File: src/hdl/revfb_pkg.sv
package revfb_pkg;

   // ----------------------------------------
   // flag bank layout
   // ----------------------------------------
   localparam int NFLAGS = 17;
   typedef logic [NFLAGS-1:0] revfb_flags_t;
   typedef logic [11:0] revfb_addr_t;

   localparam revfb_addr_t ADDRESS_MISS_EVENT_OFF = 12'h118;
   localparam revfb_addr_t STRENGTH_SAMPLE_DONE_EVENT_OFF = 12'h11c;
   localparam revfb_addr_t BIT_COUNT_MATCH_EVENT_OFF = 12'h128;
   localparam revfb_addr_t CRC_PASS_EVENT_OFF = 12'h130;
   localparam revfb_addr_t CRC_FAIL_EVENT_OFF = 12'h134;
   localparam revfb_addr_t FRAME_START_EVENT_OFF = 12'h138;
   localparam revfb_addr_t ENERGY_DETECT_DONE_EVENT_OFF = 12'h13c;
   localparam revfb_addr_t ENERGY_DETECT_STOPPED_EVENT_OFF = 12'h140;
   localparam revfb_addr_t CHANNEL_IDLE_EVENT_OFF = 12'h144;
   localparam revfb_addr_t CHANNEL_BUSY_EVENT_OFF = 12'h148;
   localparam revfb_addr_t CHANNEL_ASSESS_STOPPED_EVENT_OFF = 12'h14c;
   localparam revfb_addr_t RATE_BOOST_EVENT_OFF = 12'h150;
   localparam revfb_addr_t TRANSMIT_READY_EVENT_OFF = 12'h154;
   localparam revfb_addr_t RECEIVE_READY_EVENT_OFF = 12'h158;
   localparam revfb_addr_t HEADER_MATCH_EVENT_OFF = 12'h15c;
   localparam revfb_addr_t PREAMBLE_SYNC_EVENT_OFF = 12'h168;
   localparam revfb_addr_t PHY_END_EVENT_OFF = 12'h16c;

   // index of each flag equals its position in this table
   localparam revfb_addr_t FLAG_OFFS [NFLAGS] = '{
      ADDRESS_MISS_EVENT_OFF, STRENGTH_SAMPLE_DONE_EVENT_OFF, BIT_COUNT_MATCH_EVENT_OFF,
      CRC_PASS_EVENT_OFF, CRC_FAIL_EVENT_OFF, FRAME_START_EVENT_OFF,
      ENERGY_DETECT_DONE_EVENT_OFF, ENERGY_DETECT_STOPPED_EVENT_OFF, CHANNEL_IDLE_EVENT_OFF,
      CHANNEL_BUSY_EVENT_OFF, CHANNEL_ASSESS_STOPPED_EVENT_OFF, RATE_BOOST_EVENT_OFF,
      TRANSMIT_READY_EVENT_OFF, RECEIVE_READY_EVENT_OFF, HEADER_MATCH_EVENT_OFF,
      PREAMBLE_SYNC_EVENT_OFF, PHY_END_EVENT_OFF};

   localparam int IDX_ADDR_MISS = 0;
   localparam int IDX_STRENGTH = 1;
   localparam int IDX_BIT_MATCH = 2;
   localparam int IDX_CRC_PASS = 3;
   localparam int IDX_CRC_FAIL = 4;
   localparam int IDX_FRAME_START = 5;
   localparam int IDX_ED_DONE = 6;
   localparam int IDX_ED_STOPPED = 7;
   localparam int IDX_CH_IDLE = 8;
   localparam int IDX_CH_BUSY = 9;
   localparam int IDX_CCA_STOPPED = 10;
   localparam int IDX_RATE_BOOST = 11;
   localparam int IDX_TX_READY = 12;
   localparam int IDX_RX_READY = 13;
   localparam int IDX_HDR_MATCH = 14;
   localparam int IDX_SYNC = 15;
   localparam int IDX_PHY_END = 16;

   // ----------------------------------------
   // control and interrupt registers
   // ----------------------------------------
   localparam revfb_addr_t IRQ_STATUS_OFF = 12'h300;
   localparam revfb_addr_t IRQ_CLEAR_OFF = 12'h304;
   localparam revfb_addr_t IRQ_ENABLE_OFF = 12'h308;
   localparam revfb_addr_t BIT_COUNTER_COMPARE_OFF = 12'h310;
   localparam revfb_addr_t BIT_COUNTER_VALUE_OFF = 12'h314;
   localparam revfb_addr_t RX_RATE_STATE_OFF = 12'h318;

   localparam logic FLAG_CLEAR_VALUE = 1'b0;
   localparam revfb_flags_t FLAGS_RESET = 17'h00000;
   localparam logic [31:0] COMPARE_RESET = 32'h00000000;

   // ----------------------------------------
   // radio mode codes and bus answers
   // ----------------------------------------
   localparam logic [2:0] LONG_RANGE_125K_MODE = 3'h1;
   localparam logic [2:0] LONG_RANGE_500K_MODE = 3'h2;
   localparam logic [2:0] LOWRATE_PAN_250K_MODE = 3'h3;
   localparam logic [1:0] RESP_OKAY = 2'h0;
   localparam logic [1:0] RESP_SLVERR = 2'h2;

endpackage : revfb_pkg

File: src/hdl/revfb_flag_if.sv
`timescale 1ns/1ns
interface revfb_flag_if #(parameter int N = 17);
   logic [N-1:0] set;
   logic [N-1:0] clr;
   logic [N-1:0] flags;
   modport owner (input set, input clr, output flags);
   modport user (output set, output clr, input flags);
endinterface : revfb_flag_if

File: src/hdl/revfb_sticky.sv
`timescale 1ns/1ns
module revfb_sticky #(
   parameter int N = 17
) (
   // clock and reset
   input wire logic clk,
   input wire logic rst,
   // flag vector
   revfb_flag_if.owner fl
);

   logic [N-1:0] flags_reg;

   // ----------------------------------------
   // sticky bits, set beats clear
   // ----------------------------------------
   always_ff @(posedge clk) begin
      if (rst) begin
         flags_reg <= '0;
      end else begin
         flags_reg <= (flags_reg & ~fl.clr) | fl.set;
      end
   end

   assign fl.flags = flags_reg;

endmodule : revfb_sticky

File: src/hdl/revfb_bank.sv
// Register access over AXI4-Lite was decided locally.
`timescale 1ns/1ns
module revfb_bank #(
   parameter int BC_WIDTH = 16
) (
   // clock and reset
   input wire logic CLK,
   input wire logic SYS_RST,
   // axi4-lite write address
   input wire logic AWVALID,
   output logic AWREADY,
   input wire logic [11:0] AWADDR,
   input wire logic [2:0] AWPROT,
   // axi4-lite write data
   input wire logic WVALID,
   output logic WREADY,
   input wire logic [31:0] WDATA,
   input wire logic [3:0] WSTRB,
   // axi4-lite write response
   output logic BVALID,
   input wire logic BREADY,
   output logic [1:0] BRESP,
   // axi4-lite read address
   input wire logic ARVALID,
   output logic ARREADY,
   input wire logic [11:0] ARADDR,
   input wire logic [2:0] ARPROT,
   // axi4-lite read data
   output logic RVALID,
   input wire logic RREADY,
   output logic [31:0] RDATA,
   output logic [1:0] RRESP,
   // radio core condition pulses
   input wire logic EV_ADDR_MISS,
   input wire logic EV_STRENGTH_DONE,
   input wire logic EV_CRC_PASS,
   input wire logic EV_CRC_FAIL,
   input wire logic EV_LENGTH_FIELD,
   input wire logic EV_ED_DONE,
   input wire logic EV_ED_STOPPED,
   input wire logic EV_CCA_IDLE,
   input wire logic EV_CCA_BUSY,
   input wire logic EV_CCA_STOPPED,
   input wire logic EV_CODING_IND,
   input wire logic EV_TX_RAMPED,
   input wire logic EV_RX_RAMPED,
   input wire logic EV_HDR_MATCH,
   input wire logic EV_PREAMBLE,
   input wire logic EV_PHY_END,
   // radio core state
   input wire logic [2:0] RADIO_MODE,
   input wire logic RX_ACTIVE,
   input wire logic BC_START,
   input wire logic BC_STOP,
   input wire logic BIT_TICK,
   // outputs to core and system
   output logic RX_RATE_500K,
   output logic IRQ
);

   // ----------------------------------------
   // helpers
   // ----------------------------------------
   function automatic logic [5:0] flag_lookup(input logic [11:0] a);
      logic [5:0] r;
      r = 6'h00;
      for (int i = 0; i < revfb_pkg::NFLAGS; i++) begin
         if (a == revfb_pkg::FLAG_OFFS[i]) begin
            r = {1'b1, 5'(i)};
         end
      end
      return r;
   endfunction : flag_lookup

   function automatic logic [31:0] strobe_merge(input logic [31:0] old, input logic [31:0] nw,
                                                input logic [3:0] strb);
      logic [31:0] r;
      r = old;
      for (int b = 0; b < 4; b++) begin
         if (strb[b]) begin
            r[8*b +: 8] = nw[8*b +: 8];
         end
      end
      return r;
   endfunction : strobe_merge

   revfb_flag_if #(.N(revfb_pkg::NFLAGS)) ev_if ();
   revfb_flag_if #(.N(revfb_pkg::NFLAGS)) irq_if ();

   logic aw_ready_reg;
   logic aw_held_reg;
   logic [11:0] aw_addr_reg;
   logic w_ready_reg;
   logic w_held_reg;
   logic [31:0] w_data_reg;
   logic [3:0] w_strb_reg;
   logic b_valid_reg;
   logic [1:0] b_resp_reg;
   logic ar_ready_reg;
   logic r_valid_reg;
   logic [31:0] r_data_reg;
   logic [1:0] r_resp_reg;
   logic [31:0] enable_reg;
   logic [31:0] bc_cmp_reg;
   logic [BC_WIDTH-1:0] bc_count_reg;
   logic bc_armed_reg;
   logic rate_500k_reg;
   logic irq_reg;
   logic wr_fire;
   logic [5:0] wr_hit;
   logic [5:0] rd_hit;
   logic bc_match;
   logic lr_or_pan;

   // ----------------------------------------
   // flag storage
   // ----------------------------------------
   revfb_sticky #(.N(revfb_pkg::NFLAGS)) u_events (
      .clk(CLK),
      .rst(SYS_RST),
      .fl(ev_if.owner)
   );

   revfb_sticky #(.N(revfb_pkg::NFLAGS)) u_irq_status (
      .clk(CLK),
      .rst(SYS_RST),
      .fl(irq_if.owner)
   );

   // ----------------------------------------
   // condition to flag mapping
   // ----------------------------------------
   assign bc_match = bc_armed_reg && (32'(bc_count_reg) == bc_cmp_reg);
   assign lr_or_pan = (RADIO_MODE == revfb_pkg::LONG_RANGE_125K_MODE)
                      || (RADIO_MODE == revfb_pkg::LONG_RANGE_500K_MODE)
                      || (RADIO_MODE == revfb_pkg::LOWRATE_PAN_250K_MODE);

   always_comb begin
      ev_if.set = '0;
      ev_if.set[revfb_pkg::IDX_ADDR_MISS] = EV_ADDR_MISS;
      ev_if.set[revfb_pkg::IDX_STRENGTH] = EV_STRENGTH_DONE;
      ev_if.set[revfb_pkg::IDX_BIT_MATCH] = bc_match;
      ev_if.set[revfb_pkg::IDX_CRC_PASS] = EV_CRC_PASS;
      ev_if.set[revfb_pkg::IDX_CRC_FAIL] = EV_CRC_FAIL;
      ev_if.set[revfb_pkg::IDX_FRAME_START] = EV_LENGTH_FIELD
         && (RADIO_MODE == revfb_pkg::LOWRATE_PAN_250K_MODE);
      ev_if.set[revfb_pkg::IDX_ED_DONE] = EV_ED_DONE;
      ev_if.set[revfb_pkg::IDX_ED_STOPPED] = EV_ED_STOPPED;
      ev_if.set[revfb_pkg::IDX_CH_IDLE] = EV_CCA_IDLE;
      ev_if.set[revfb_pkg::IDX_CH_BUSY] = EV_CCA_BUSY;
      ev_if.set[revfb_pkg::IDX_CCA_STOPPED] = EV_CCA_STOPPED;
      ev_if.set[revfb_pkg::IDX_RATE_BOOST] = EV_CODING_IND && RX_ACTIVE;
      ev_if.set[revfb_pkg::IDX_TX_READY] = EV_TX_RAMPED;
      ev_if.set[revfb_pkg::IDX_RX_READY] = EV_RX_RAMPED;
      ev_if.set[revfb_pkg::IDX_HDR_MATCH] = EV_HDR_MATCH;
      ev_if.set[revfb_pkg::IDX_SYNC] = EV_PREAMBLE && RX_ACTIVE && lr_or_pan;
      ev_if.set[revfb_pkg::IDX_PHY_END] = EV_PHY_END;
   end

   assign irq_if.set = ev_if.set;

   // ----------------------------------------
   // software clears
   // ----------------------------------------
   assign wr_fire = aw_held_reg && w_held_reg && !b_valid_reg;
   assign wr_hit = flag_lookup(aw_addr_reg);

   always_comb begin
      ev_if.clr = '0;
      if (wr_fire && wr_hit[5] && w_strb_reg[0] && (w_data_reg[0] == revfb_pkg::FLAG_CLEAR_VALUE)) begin
         ev_if.clr[wr_hit[4:0]] = 1'b1;
      end
   end

   always_comb begin
      irq_if.clr = '0;
      if (wr_fire && (aw_addr_reg == revfb_pkg::IRQ_CLEAR_OFF)) begin
         irq_if.clr = revfb_pkg::revfb_flags_t'(strobe_merge(32'h00000000, w_data_reg, w_strb_reg));
      end
   end

   // ----------------------------------------
   // write channels
   // ----------------------------------------
   always_ff @(posedge CLK) begin
      if (SYS_RST) begin
         aw_ready_reg <= 1'b0;
         aw_held_reg <= 1'b0;
         aw_addr_reg <= 12'h000;
      end else if (AWVALID && aw_ready_reg) begin
         aw_ready_reg <= 1'b0;
         aw_held_reg <= 1'b1;
         aw_addr_reg <= AWADDR;
      end else if (wr_fire) begin
         aw_held_reg <= 1'b0;
      end else if (!aw_held_reg && !b_valid_reg) begin
         aw_ready_reg <= 1'b1;
      end
   end

   always_ff @(posedge CLK) begin
      if (SYS_RST) begin
         w_ready_reg <= 1'b0;
         w_held_reg <= 1'b0;
         w_data_reg <= 32'h00000000;
         w_strb_reg <= 4'h0;
      end else if (WVALID && w_ready_reg) begin
         w_ready_reg <= 1'b0;
         w_held_reg <= 1'b1;
         w_data_reg <= WDATA;
         w_strb_reg <= WSTRB;
      end else if (wr_fire) begin
         w_held_reg <= 1'b0;
      end else if (!w_held_reg && !b_valid_reg) begin
         w_ready_reg <= 1'b1;
      end
   end

   always_ff @(posedge CLK) begin
      if (SYS_RST) begin
         b_valid_reg <= 1'b0;
         b_resp_reg <= revfb_pkg::RESP_OKAY;
      end else if (wr_fire) begin
         b_valid_reg <= 1'b1;
         b_resp_reg <= (wr_hit[5] || aw_addr_reg == revfb_pkg::IRQ_CLEAR_OFF
                        || aw_addr_reg == revfb_pkg::IRQ_ENABLE_OFF
                        || aw_addr_reg == revfb_pkg::BIT_COUNTER_COMPARE_OFF)
                       ? revfb_pkg::RESP_OKAY : revfb_pkg::RESP_SLVERR;
      end else if (BREADY) begin
         b_valid_reg <= 1'b0;
      end
   end

   // ----------------------------------------
   // control registers
   // ----------------------------------------
   always_ff @(posedge CLK) begin
      if (SYS_RST) begin
         enable_reg <= revfb_pkg::COMPARE_RESET;
      end else if (wr_fire && aw_addr_reg == revfb_pkg::IRQ_ENABLE_OFF) begin
         enable_reg <= strobe_merge(enable_reg, w_data_reg, w_strb_reg)
                       & 32'(revfb_pkg::revfb_flags_t'('1));
      end
   end

   always_ff @(posedge CLK) begin
      if (SYS_RST) begin
         bc_cmp_reg <= revfb_pkg::COMPARE_RESET;
      end else if (wr_fire && aw_addr_reg == revfb_pkg::BIT_COUNTER_COMPARE_OFF) begin
         bc_cmp_reg <= strobe_merge(bc_cmp_reg, w_data_reg, w_strb_reg);
      end
   end

   // ----------------------------------------
   // bit counter
   // ----------------------------------------
   always_ff @(posedge CLK) begin
      if (SYS_RST) begin
         bc_armed_reg <= 1'b0;
         bc_count_reg <= '0;
      end else if (BC_START) begin
         bc_armed_reg <= 1'b1;
         bc_count_reg <= '0;
      end else if (BC_STOP || bc_match) begin
         bc_armed_reg <= 1'b0;
      end else if (bc_armed_reg && BIT_TICK) begin
         bc_count_reg <= bc_count_reg + 1'b1;
      end
   end

   // ----------------------------------------
   // receive rate tracking
   // ----------------------------------------
   always_ff @(posedge CLK) begin
      if (SYS_RST) begin
         rate_500k_reg <= 1'b0;
      end else if (EV_CODING_IND && RX_ACTIVE) begin
         rate_500k_reg <= 1'b1;
      end else if (EV_PHY_END || !RX_ACTIVE) begin
         rate_500k_reg <= 1'b0;
      end
   end

   // ----------------------------------------
   // interrupt
   // ----------------------------------------
   always_ff @(posedge CLK) begin
      if (SYS_RST) begin
         irq_reg <= 1'b0;
      end else begin
         irq_reg <= |(irq_if.flags & enable_reg[revfb_pkg::NFLAGS-1:0]);
      end
   end

   // ----------------------------------------
   // read channel
   // ----------------------------------------
   assign rd_hit = flag_lookup(ARADDR);

   always_ff @(posedge CLK) begin
      if (SYS_RST) begin
         ar_ready_reg <= 1'b0;
         r_valid_reg <= 1'b0;
         r_data_reg <= 32'h00000000;
         r_resp_reg <= revfb_pkg::RESP_OKAY;
      end else if (ARVALID && ar_ready_reg) begin
         ar_ready_reg <= 1'b0;
         r_valid_reg <= 1'b1;
         r_resp_reg <= revfb_pkg::RESP_OKAY;
         r_data_reg <= 32'h00000000;
         if (rd_hit[5]) begin
            r_data_reg <= {31'h00000000, ev_if.flags[rd_hit[4:0]]};
         end else if (ARADDR == revfb_pkg::IRQ_STATUS_OFF) begin
            r_data_reg <= 32'(irq_if.flags);
         end else if (ARADDR == revfb_pkg::IRQ_ENABLE_OFF) begin
            r_data_reg <= enable_reg;
         end else if (ARADDR == revfb_pkg::BIT_COUNTER_COMPARE_OFF) begin
            r_data_reg <= bc_cmp_reg;
         end else if (ARADDR == revfb_pkg::BIT_COUNTER_VALUE_OFF) begin
            r_data_reg <= 32'(bc_count_reg);
         end else if (ARADDR == revfb_pkg::RX_RATE_STATE_OFF) begin
            r_data_reg <= {31'h00000000, rate_500k_reg};
         end else begin
            r_resp_reg <= revfb_pkg::RESP_SLVERR;
         end
      end else if (r_valid_reg && RREADY) begin
         r_valid_reg <= 1'b0;
      end else if (!r_valid_reg) begin
         ar_ready_reg <= 1'b1;
      end
   end

   assign AWREADY = aw_ready_reg;
   assign WREADY = w_ready_reg;
   assign BVALID = b_valid_reg;
   assign BRESP = b_resp_reg;
   assign ARREADY = ar_ready_reg;
   assign RVALID = r_valid_reg;
   assign RDATA = r_data_reg;
   assign RRESP = r_resp_reg;
   assign RX_RATE_500K = rate_500k_reg;
   assign IRQ = irq_reg;
endmodule : revfb_bank

File: config.mk
export PLATFORM = sky130hd
export DESIGN_NAME = revfb_bank
export DESIGN_NICKNAME = d
export VERILOG_FILES = /design/src/hdl/revfb_pkg.sv /design/src/hdl/revfb_flag_if.sv /design/src/hdl/revfb_sticky.sv /design/src/hdl/revfb_bank.sv
export SDC_FILE = /design/constraint.sdc
export NUM_CORES = 1
export LEC_CHECK = 0
export BUFFER_PORTS_ARGS = -buffer_cell sky130_fd_sc_hd__buf_4
export CAP_MARGIN = 30
export CORE_UTILIZATION = 46
export DETAILED_ROUTE_END_ITERATION = 8
export GPL_TIMING_DRIVEN = 0
export PLACE_DENSITY = 0.7
export SKIP_CTS_REPAIR_TIMING = 1
export SYNTH_ARGS = -nofsm -noshare
export SYNTH_HDL_FRONTEND = slang
export SYNTH_SLANG_ARGS = --single-unit
File: constraint.sdc
create_clock -name CLK -period 2.4 [get_ports CLK]
set_clock_uncertainty 0.1 [all_clocks]
set_input_delay 0.24 -clock CLK [delete_from_list [all_inputs] [get_ports CLK]]
set_output_delay 0.24 -clock CLK [all_outputs]
set_load 0.005 [all_outputs]
**Word-level counts from Yosys, hierarchy flattened**

Cells that the tools add are included.

- Multiplexer cells: 67
- Reduce and logical (&&, ||, !) cells: 54
- $lt $le $gt $ge: 3
- Add/sub/neg operators: 1
- Equality and inequality tests: 46
- Bitwise operators: 12

Operators by type and width:

| cell | number |
|---|---|
| $eq A12 B9 Y1 const B | 34 |
| $mux W6 | 34 |
| $mux W32 | 4 |
| $eq A12 B10 Y1 const B | 8 |
| $and A17 B17 Y17 | 3 |
| $mux W17 | 2 |
| $not A17 Y17 | 2 |
| $or A17 B17 Y17 | 2 |
| $eq A16 B32 Y1 | 1 |
| $reduce_and A2 Y1 | 11 |
| $logic_and A1 B1 Y1 | 21 |
| $reduce_or A17 Y1 | 1 |
| $add A16 B1 Y16 const B | 1 |
| $mux W16 | 1 |
| $mux W8 | 2 |
| $mux W1 | 15 |
| $mux W2 | 7 |
| $lt A5 B6 Y1 const B | 2 |
| $reduce_bool A2 Y1 | 6 |
| $reduce_or A2 Y1 | 4 |
| $logic_or A1 B1 Y1 | 7 |
| $eq A3 B2 Y1 const B | 2 |
| $bmux W1 S5 | 1 |
| $demux W1 S5 | 1 |
| 4 further kinds | 11 |

- Bits in registers: 193
- Input bits: 96
- Output and inout port bits: 43
- Logic and storage cells: 209

**Longest topological paths before layout**

Gate-level depths: netlist (run 1).

- Depth after elaboration: 26
- Gate-level depth with buffers: 9
- Mapped depth without buffers: 7

**Cells and area by module**

From an unflattened synthesis (run 1), not the netlist that was laid out.

- Cells, all modules: 1,139
- Area, all modules: 9,029.9 µm²

By module, submodules not included:

| module | times used | cells each | sequential area each (µm²) | area an instance (µm²) |
|---|---|---|---|---|
| revfb_bank | 1 | 999 | 3,143.0 | 7,701.1 |
| revfb_sticky | 2 | 70 | 340.3 | 664.4 |

**Worst setup path after synthesis (run 1)**

Ideal clock, no wire load.

- Path type: reg-to-reg
- From: reg aw_addr_reg[11]
- To: reg u_events.flags_reg[12], in the netlist u_events.fl.flags[12]
- Period minus slack after synthesis: 2,269 ps
- Setup slack: 131 ps
- Buffers on the path: 0
- Setup time: 132 ps
- Arrival time: 2,036 ps
- Required time: 2,168 ps
- Stages on the path, launching flop included: 8
- Cells stage by stage: dfxtp_1 > or4_4 > or3_4 > nor4_4 > nand2_2 > or3_4 > o21ai_1 > a21oi_1

- Word-level cells in the longest chain between the ends: 25
- Elaborated cells on any way between the ends: 46
- Those cells by class: 2 x order compare; 17 x eq/ne; 20 x mux; 3 x bitwise; 4 x reduce/logical

Ends and longest elaborated chain:

| element | RTL line | RTL |
|---|---|---|
| start: declaration | revfb_bank.sv:92 | `logic [11:0] aw_addr_reg;` |
| start signal: assignment | revfb_bank.sv:189 | `aw_addr_reg <= 12'h000;` |
| start signal: assignment | revfb_bank.sv:193 | `aw_addr_reg <= AWADDR;` |
| $eq A12 B9 Y1 | revfb_bank.sv:68 | `if (a == revfb_pkg::FLAG_OFFS[i]) begin` |
| $mux W6 (15 in series) | revfb_bank.sv:68 |  |
| $mux W6 * | revfb_bank.sv:68 |  |
| $lt A5 B6 Y1 (implied by the code), or another cell as far along | revfb_bank.sv:171 | `ev_if.clr[wr_hit[4:0]] = 1'b1;` |
| $logic_and A1 B1 Y1, on equally long branches | revfb_bank.sv:171, revfb_bank.sv:170 |  |
| $mux W1 (implied by the code) or $logic_and A1 B1 Y1 (tied branches) | revfb_bank.sv:171, revfb_bank.sv:170 |  |
| $demux W1 S5 or $logic_and A1 B1 Y1 (tied branches) | revfb_bank.sv:171, revfb_bank.sv:170 |  |
| $mux W17 * | revfb_bank.sv:170 | `if (wr_fire && wr_hit[5] && w_strb_reg[0] && (w_data_reg[0] == revfb_pkg::FLAG_CLEAR_VALUE)) begin` |
| $not A17 Y17 * | revfb_sticky.sv:21 | `flags_reg <= (flags_reg & ~fl.clr) \| fl.set;` |
| $and A17 B17 Y17 * | revfb_sticky.sv:21 |  |
| $or A17 B17 Y17 * | revfb_sticky.sv:21 |  |
| end signal: assignment | revfb_sticky.sv:21 |  |
| end: declaration | revfb_sticky.sv:12 | `logic [N-1:0] flags_reg;` |

Every way passes the cells marked *; elsewhere a longest branch is shown, timed or not.
A chain may end at the register's enable or synchronous reset.

**Final worst setup path (run 1)**

- From: reg aw_addr_reg[11]
- To: reg u_events.flags_reg[10], in the netlist u_events.fl.flags[10]

Same word-level chain as after synthesis.

==> metrics.md, run 1 <==
| Metric | Value |
|---|---|
| Hold WS | -0.0347 ns |
| Die ar. | 18900 sq um |
| CP dominant cell by count | or3_4 |
| Core area | 18000 sq um |
| Synth top cells by count | 198 x nand2_1, 191 x dfxtp_1, 160 x a21oi_1 |
| Yosys top cell by area | dfxtp_1 |
| Peak VDD IR | 0.000519 V |
| Die H | 138 um |
| Clock sinks | 191 |
| CP required | 2.60 ns |
| HP Class | in2reg |
| Period Utilization, post-route | 102% |
| Final WL | 26.0 mm |
| DR vias | 8435 |
| Initial antenna violation count | 0 |
| Dominant synthesized flop cell | dfxtp_1 |
| Ranking of synthesized cells by area | dfxtp_1 45%, a21oi_1 9.5%, nand2_1 8.8% |
| Slew headroom | 53.0% |
| Critical setup path kind | reg2reg |
| Final min period | 2.44 ns |
| Fillers | 1597 |
| Total gr overflow | 0 |
| Sequential cell area | around 3800 sq um |
| Via density | 5.58 |
| Synthesized area per cell | 8.01 sq um |
| Crit start category | register |
| Drt drc | 0 |
| ANT nets after route | 0 |
| Drt first pass iters | 6 |
| Final net count | around 1400 |
| Cells after Synth | 1054 |
| First-pass GRT wire length | about 39 mm |
| H-tree depth | 4 |
| Final worst slack | -0.0396 ns |
| DP Area | 9710 sq um |
| Reg clk slew, reported paths | 0.07 ns |
| Largest buffer count on any clock path | 2 |
| Status | complete, but fails checks |
| Placed Cells | between 1000 and 1500 |
| Crit-path slowest cell | or4_4 |
| Setup TNS | -0.190 ns |
| Worst skew pair latency | 0.44 ns |
| Row count | 49 |
| 1st-iter DRT viols | 717 |
| Synth top area share | 45.3% |
| Final GP Congestion | 0.945 |
| Initial Util | 47.0% |
| Synth Register Bits | 191 |
| Worst Reg-to-Reg Cells | 7 |
| Multi-input logic area | ~4300 sq um |
| Post-synthesis sequential area ratio | 45.3% |
| Failing checks | negative hold slack, negative setup slack |
| Max stage delay on crit path | approximately 0.57 ns |
| Crit Path Max Fanout | 4 |
| Layout cell share with drive strength beyond 1 | between 10% and 20% |
| Number of setup violations in the final report | 8 |
| Vias in the first global route | 7297 |
| Port Buffer Count | 130 |
| Fmax | between 400 and 500 MHz |
| Asr flop ratio synth | 0% |
| TritonCTS clock tree | done |
| CP Depth | 7 |
| CTS Root Cell | clkbuf_16 |
| CP cell instances | or4_4 > or3_4 > nor4_4 > nand2_2 > or3_4 > o21ai_2 > a21oi_1 |
| Power Total | 6.95 mW |
| GRT Overall Usage | 27.0% |
| Detailed Place HPWL | between 15 and 20 mm |
| Ant diodes | 0 |
| Setup crit end kind | register |
| Worst R2R Setup Slack | -0.04 ns |
| Fin cells | 1512 |
| Die X | around 140 um |
| Largest net degree at the start of global routing | 19 |
| Netlist area before placement | 8450 sq um |
| I/O pins | 139 |
| P&R area growth vs syn | 31.2% |
| Leak | 4.39 nW |
| Yosys cell types | 67 |
| Synth warn | 0 |
| CP top delay family | simple AND/OR/NAND/NOR gates |
| Least-Margin Pin Slew | 0.704 ns |
| CP bufs+invs | 0 |
| Max-Cap Viols | 0 |
| Number of synthesized flops with an enable pin | 0 |
| TritonCTS buffer count | 17 |
| Post-Route Utilization | 61.7% |
| Hold Path Depth | 3 |
| Setup repair after global routing missed its margin | true |
| Fin. max-slew vios | 0 |
| Count leader, synth | nand2_1 |
| Final Cell Area | 11100 sq um |
| WL/cell | 17.2 um |
| Placement Setup Slack | -0.361 ns |
| Power Density | between 600 and 700 nW/um^2 |
| Hold Vio Cnt, Final | 3 |
| Worst Path Arrival | 2.64 ns |
[placed cells by master (no fill, tap or decap), types with 18 or more instances in the layout]
master,netlist,routed
nand3_1,57,57
dlygate4sd3_1,0,61
xor2_1,18,18
nor2_1,80,80
o21ai_0,25,25
a21oi_1,160,152
inv_1,30,30
nor3_1,27,26
mux2i_1,24,24
nand2_1,198,194
clkbuf_1,40,40
buf_4,3,141
dfxtp_1,191,190
[cells by family (layout without fill, tap and decap cells)]
logic type               Yosys count  count (layout)  synth area share [%]
flip-flops                       191             191                  45.3
XOR/XNOR                          28              28                  2.90
adder cells (fa/ha/maj)            1               1                 0.148
AO/OA/AOI/OAI                    264             264                  18.7
AND/OR/NAND/NOR                  444             444                  24.6
multiplexers                      25              25                  3.11
buffers and inverters            100             328                  5.26
other                              1               2                0.0444
[layout make-up]
class	instances	share of cell area [%]
Multi-Input combinational cell	764	38.7
Inverter	30	1.02
Buffer	70	3.24
Clock buffer	18	3.96
Timing Repair Buffer	196	14.7
Tap cell	229	2.59
Clock inverter	14	1.34
Sequential cell	191	34.5
[worst min-delay path, stage by stage]
cell,delay [ns]
buf_4,0.11
nand2_1,0.05
a21oi_1,0.05
[final timing paths]
kind	from	end
max	aw_addr_reg[11]$_SDFFE_PP0P_	u_events.fl.flags[10]$_SDFF_PP0_
max reg2reg	aw_addr_reg[11]$_SDFFE_PP0P_	u_events.fl.flags[10]$_SDFF_PP0_
min reg2reg	RDATA[25]$_SDFFE_PP0P_	RDATA[25]$_SDFFE_PP0P_
min	WDATA[2]	w_data_reg[2]$_SDFFE_PP0P_
[per-layer routing]
metal | up-vias | global-route usage [%] | wire length, um | part of all wire [%]
met4 | 0 | 11.4 | 788 | 3.0
met2 | 333 | 41.4 | 11900 | 46
met3 | 53 | 4.16 | 1840 | 7.1
met1 | 3936 | 37.5 | 11400 | 44
li1 | 4113 | - | - | -
met5 | - | 0 | 0 | 0
[power breakdown]
group	leakage, nW	internal [mW]	switching [mW]
clock	0.293	1.50	1.32
combinational	2.54	0.357	0.389
sequential	1.56	3.28	0.100
(Power assumes the default switching activity.)
==> run 2: changes to the inputs <==
==> constraint.sdc (replaced) <==
create_clock -name CLK -period 2.1 [get_ports CLK]
set_clock_uncertainty 0.1 [all_clocks]
set_input_delay 0.21 -clock CLK [delete_from_list [all_inputs] [get_ports CLK]]
set_output_delay 0.21 -clock CLK [all_outputs]
set_load 0.005 [all_outputs]
==> run 2 against run 1 <==
Against the previous run:
- the run still ends with negative hold slack, negative setup slack left
- core utilization up 4.0 points
- cell count up 1.9%
- global-route usage down 0.46 points
- routed wire length up 3.9%
- worst hold slack better by 0.033 ns
- power up 15%
- first-iteration DRC count down 8.4%
- largest cell class unchanged
- sequential share of layout area down 2.0 points
- sequential power up 14%
==> metrics.md, run 2 (same netlist as run 1, synthesis figures left out) <==
| Metric | Value |
|---|---|
| Ant diodes | 0 (unchanged) |
| P&R area growth vs syn | 39.7% (was 31.2%) |
| Status | complete, but fails checks (unchanged) |
| Die H | 138 um (unchanged) |
| Via density | 5.62 (was 5.58) |
| Largest buffer count on any clock path | 2 (unchanged) |
| Hold Vio Cnt, Final | 1 (was 3) |
| Critical setup path kind | reg2reg (unchanged) |
| Worst Hold Launch | WVALID (was WDATA[2]) |
| Setup crit end kind | register (unchanged) |
| Initial Util | 47.0% (unchanged) |
| CTS Root Cell | clkbuf_16 (unchanged) |
| TritonCTS clock tree | done (unchanged) |
| Drt first pass iters | 5 (was 6) |
| Port Buffer Count | 130 (unchanged) |
| Die ar. | 18900 sq um (unchanged) |
| Largest net degree at the start of global routing | 18 (was 19) |
| Leak | 4.62 nW (was 4.39 nW) |
| RR Startpoint | aw_addr_reg[11]$_SDFFE_PP0P_ (unchanged) |
| Slew headroom | 44.1% (was 53.0%) |
| Crit Path Max Fanout | 4 (unchanged) |
| Multi-input logic area | 4630 sq um (was 4290 sq um) |
| Worst skew pair latency | 0.44 ns (about the same) |
| Final worst slack | -0.361 ns (was -0.0396 ns) |
| TritonCTS buffer count | 17 (unchanged) |
| Reg clk slew, reported paths | 0.07 ns (about the same) |
| GRT Overall Usage | 26.5% (was 27.0%) |
| Least-Margin Pin Slew | 0.838 ns (was 0.704 ns) |
| Hold WS | -0.00190 ns (was -0.0347 ns) |
| Initial antenna violation count | 0 (unchanged) |
| Crit-path slowest cell | or4_4 (unchanged) |
| Drt drc | 0 (unchanged) |
| Layout cell share with drive strength beyond 1 | 24.7% (was 18.2%) |
| HP Class | in2reg (unchanged) |
| Hold endpoint | WREADY$_SDFFE_PP0P_ (was w_data_reg[2]$_SDFFE_PP0P_) |
| Die X | 138 um (unchanged) |
| Vias in the first global route | 7017 (was 7297) |
| Core area | 18000 sq um (unchanged) |
| Clock sinks | 191 (unchanged) |
| Worst Path Arrival | 2.67 ns (was 2.64 ns) |
| Total gr overflow | 0 (unchanged) |
| CP required | 2.31 ns (was 2.60 ns) |
| Most common cell after layout, fill and taps aside | nand2_1 (unchanged) |
| Worst Reg-to-Reg Cells | 7 (unchanged) |
| Number of setup violations in the final report | 100 (was 8) |
| Fillers | 1484 (was 1597) |
| Fmax | 406 MHz (was 410 MHz) |
| Most frequent cells in the layout | 188 x nand2_1, 183 x dfxtp_1, 154 x buf_4 (was 194 x nand2_1, 190 x dfxtp_1, 152 x a21oi_1) |
| Row count | 49 (unchanged) |
| Detailed Place HPWL | 18.7 mm (was 19.0 mm) |
| First-pass GRT wire length | 37.9 mm (was 38.7 mm) |
| H-tree depth | 4 (unchanged) |
| Final GP Congestion | 0.887 (was 0.945) |
| Max stage delay on crit path | 0.55 ns (was 0.57 ns) |
| Final net count | 1396 (was 1367) |
| CP dominant cell by count | or3_4 (unchanged) |
| ANT nets after route | 0 (unchanged) |
| Power Density | 679 nW/um^2 (was 627 nW/um^2) |
| 1st-iter DRT viols | 657 (was 717) |
| CP cell instances | or4_4 > or3_4 > nor4_4 > nand2_2 > or3_4 > o21ai_1 > a21oi_1 (was or4_4 > or3_4 > nor4_4 > nand2_2 > or3_4 > o21ai_2 > a21oi_1) |
| Period Utilization, post-route | 117% (was 102%) |
| Crit start category | register (unchanged) |
| Failing checks | negative hold slack, negative setup slack (unchanged) |
| Max-Cap Viols | 0 (unchanged) |
| Hold Path Depth | 4 (was 3) |
| Final min period | 2.46 ns (was 2.44 ns) |
| WL/cell | 17.5 um (was 17.2 um) |
| Setup TNS | -19.91 ns (was -0.190 ns) |
| DR vias | 8654 (was 8435) |
| Peak VDD IR | 0.000565 V (was 0.000519 V) |
| Fin. max-slew vios | 0 (unchanged) |
| Crit Reg-Reg Endpoint | u_events.fl.flags[15]$_SDFF_PP0_ (was u_events.fl.flags[10]$_SDFF_PP0_) |
| Final WL | 27.0 mm (was 26.0 mm) |
| Worst R2R Setup Slack | -0.36 ns (was -0.04 ns) |
| I/O pins | 139 (unchanged) |
| Sequential cell area | 3840 sq um (was 3820 sq um) |
| Setup repair after global routing missed its margin | true (unchanged) |
## run 2: worst max path at each step
stage,startpoint,endpoint,cells after the start
floorplan,aw_addr_reg[11]$_SDFFE_PP0P_,u_events.fl.flags[12]$_SDFF_PP0_,7
global placement,ARADDR[7],RDATA[31]$_SDFFE_PP0P_,9
detailed placement,ARADDR[7],RDATA[12]$_SDFFE_PP0P_,8
CTS,aw_addr_reg[11]$_SDFFE_PP0P_,u_irq_status.fl.flags[13]$_SDFF_PP0_,8
global route,aw_addr_reg[11]$_SDFFE_PP0P_,bc_cmp_reg[9]$_SDFFE_PP0P_,10
finish,aw_addr_reg[11]$_SDFFE_PP0P_,u_events.fl.flags[15]$_SDFF_PP0_,7
## run 2: worst max-delay path: cells and delay by family, from the launching register on
kind | cells | cell delay (ns)
compound gates | 2 | 0.22
simple gates | 5 | 1.67
flops | 1 | 0.33
## run 2: per-layer routing
| layer | track usage [%] | part of all wire [%] |
|---|---|---|
| met1 | 37.5 | 42 |
| met2 | 40.3 | 48 |
| met3 | 4.12 | 7.3 |
| met4 | 10.3 | 2.8 |
| met5 | 0 | 0 |
## run 2: per-stage QoR
step	total power, mW	utilization, %	worst slack (ns)	cells	instance area, sq um
floorplan	4.31	-	-0.169	1055	8460
global placement	4.66	54.1	-0.545	1414	9720
detailed placement	4.67	54.1	-0.642	1414	9720
CTS	7.87	57.3	-0.565	1445	10300
global route	8.30	65.7	-0.431	1540	11800
finish	8.02	65.7	-0.361	1540	11800
## run 2: where the power goes
group | internal [mW] | switching, mW | total (mW) | leakage (nW)
clock | 1.78 | 1.48 | 3.25 | 0.274
combinational | 0.434 | 0.465 | 0.899 | 2.78
sequential | 3.75 | 0.120 | 3.87 | 1.56
total | 5.96 | 2.06 | 8.02 | 4.62
## run 2: final cells by class
type                    count  share of cell area (%)
multi-input cells         764                    39.3
flip-flops and latches    191                    32.5
repair buffers            227                    16.6
clock buffers              18                    3.64
plain buffers              68                    3.32
well taps                 229                    2.43
clock inverters            13                    1.29
inverters                  30                   0.954
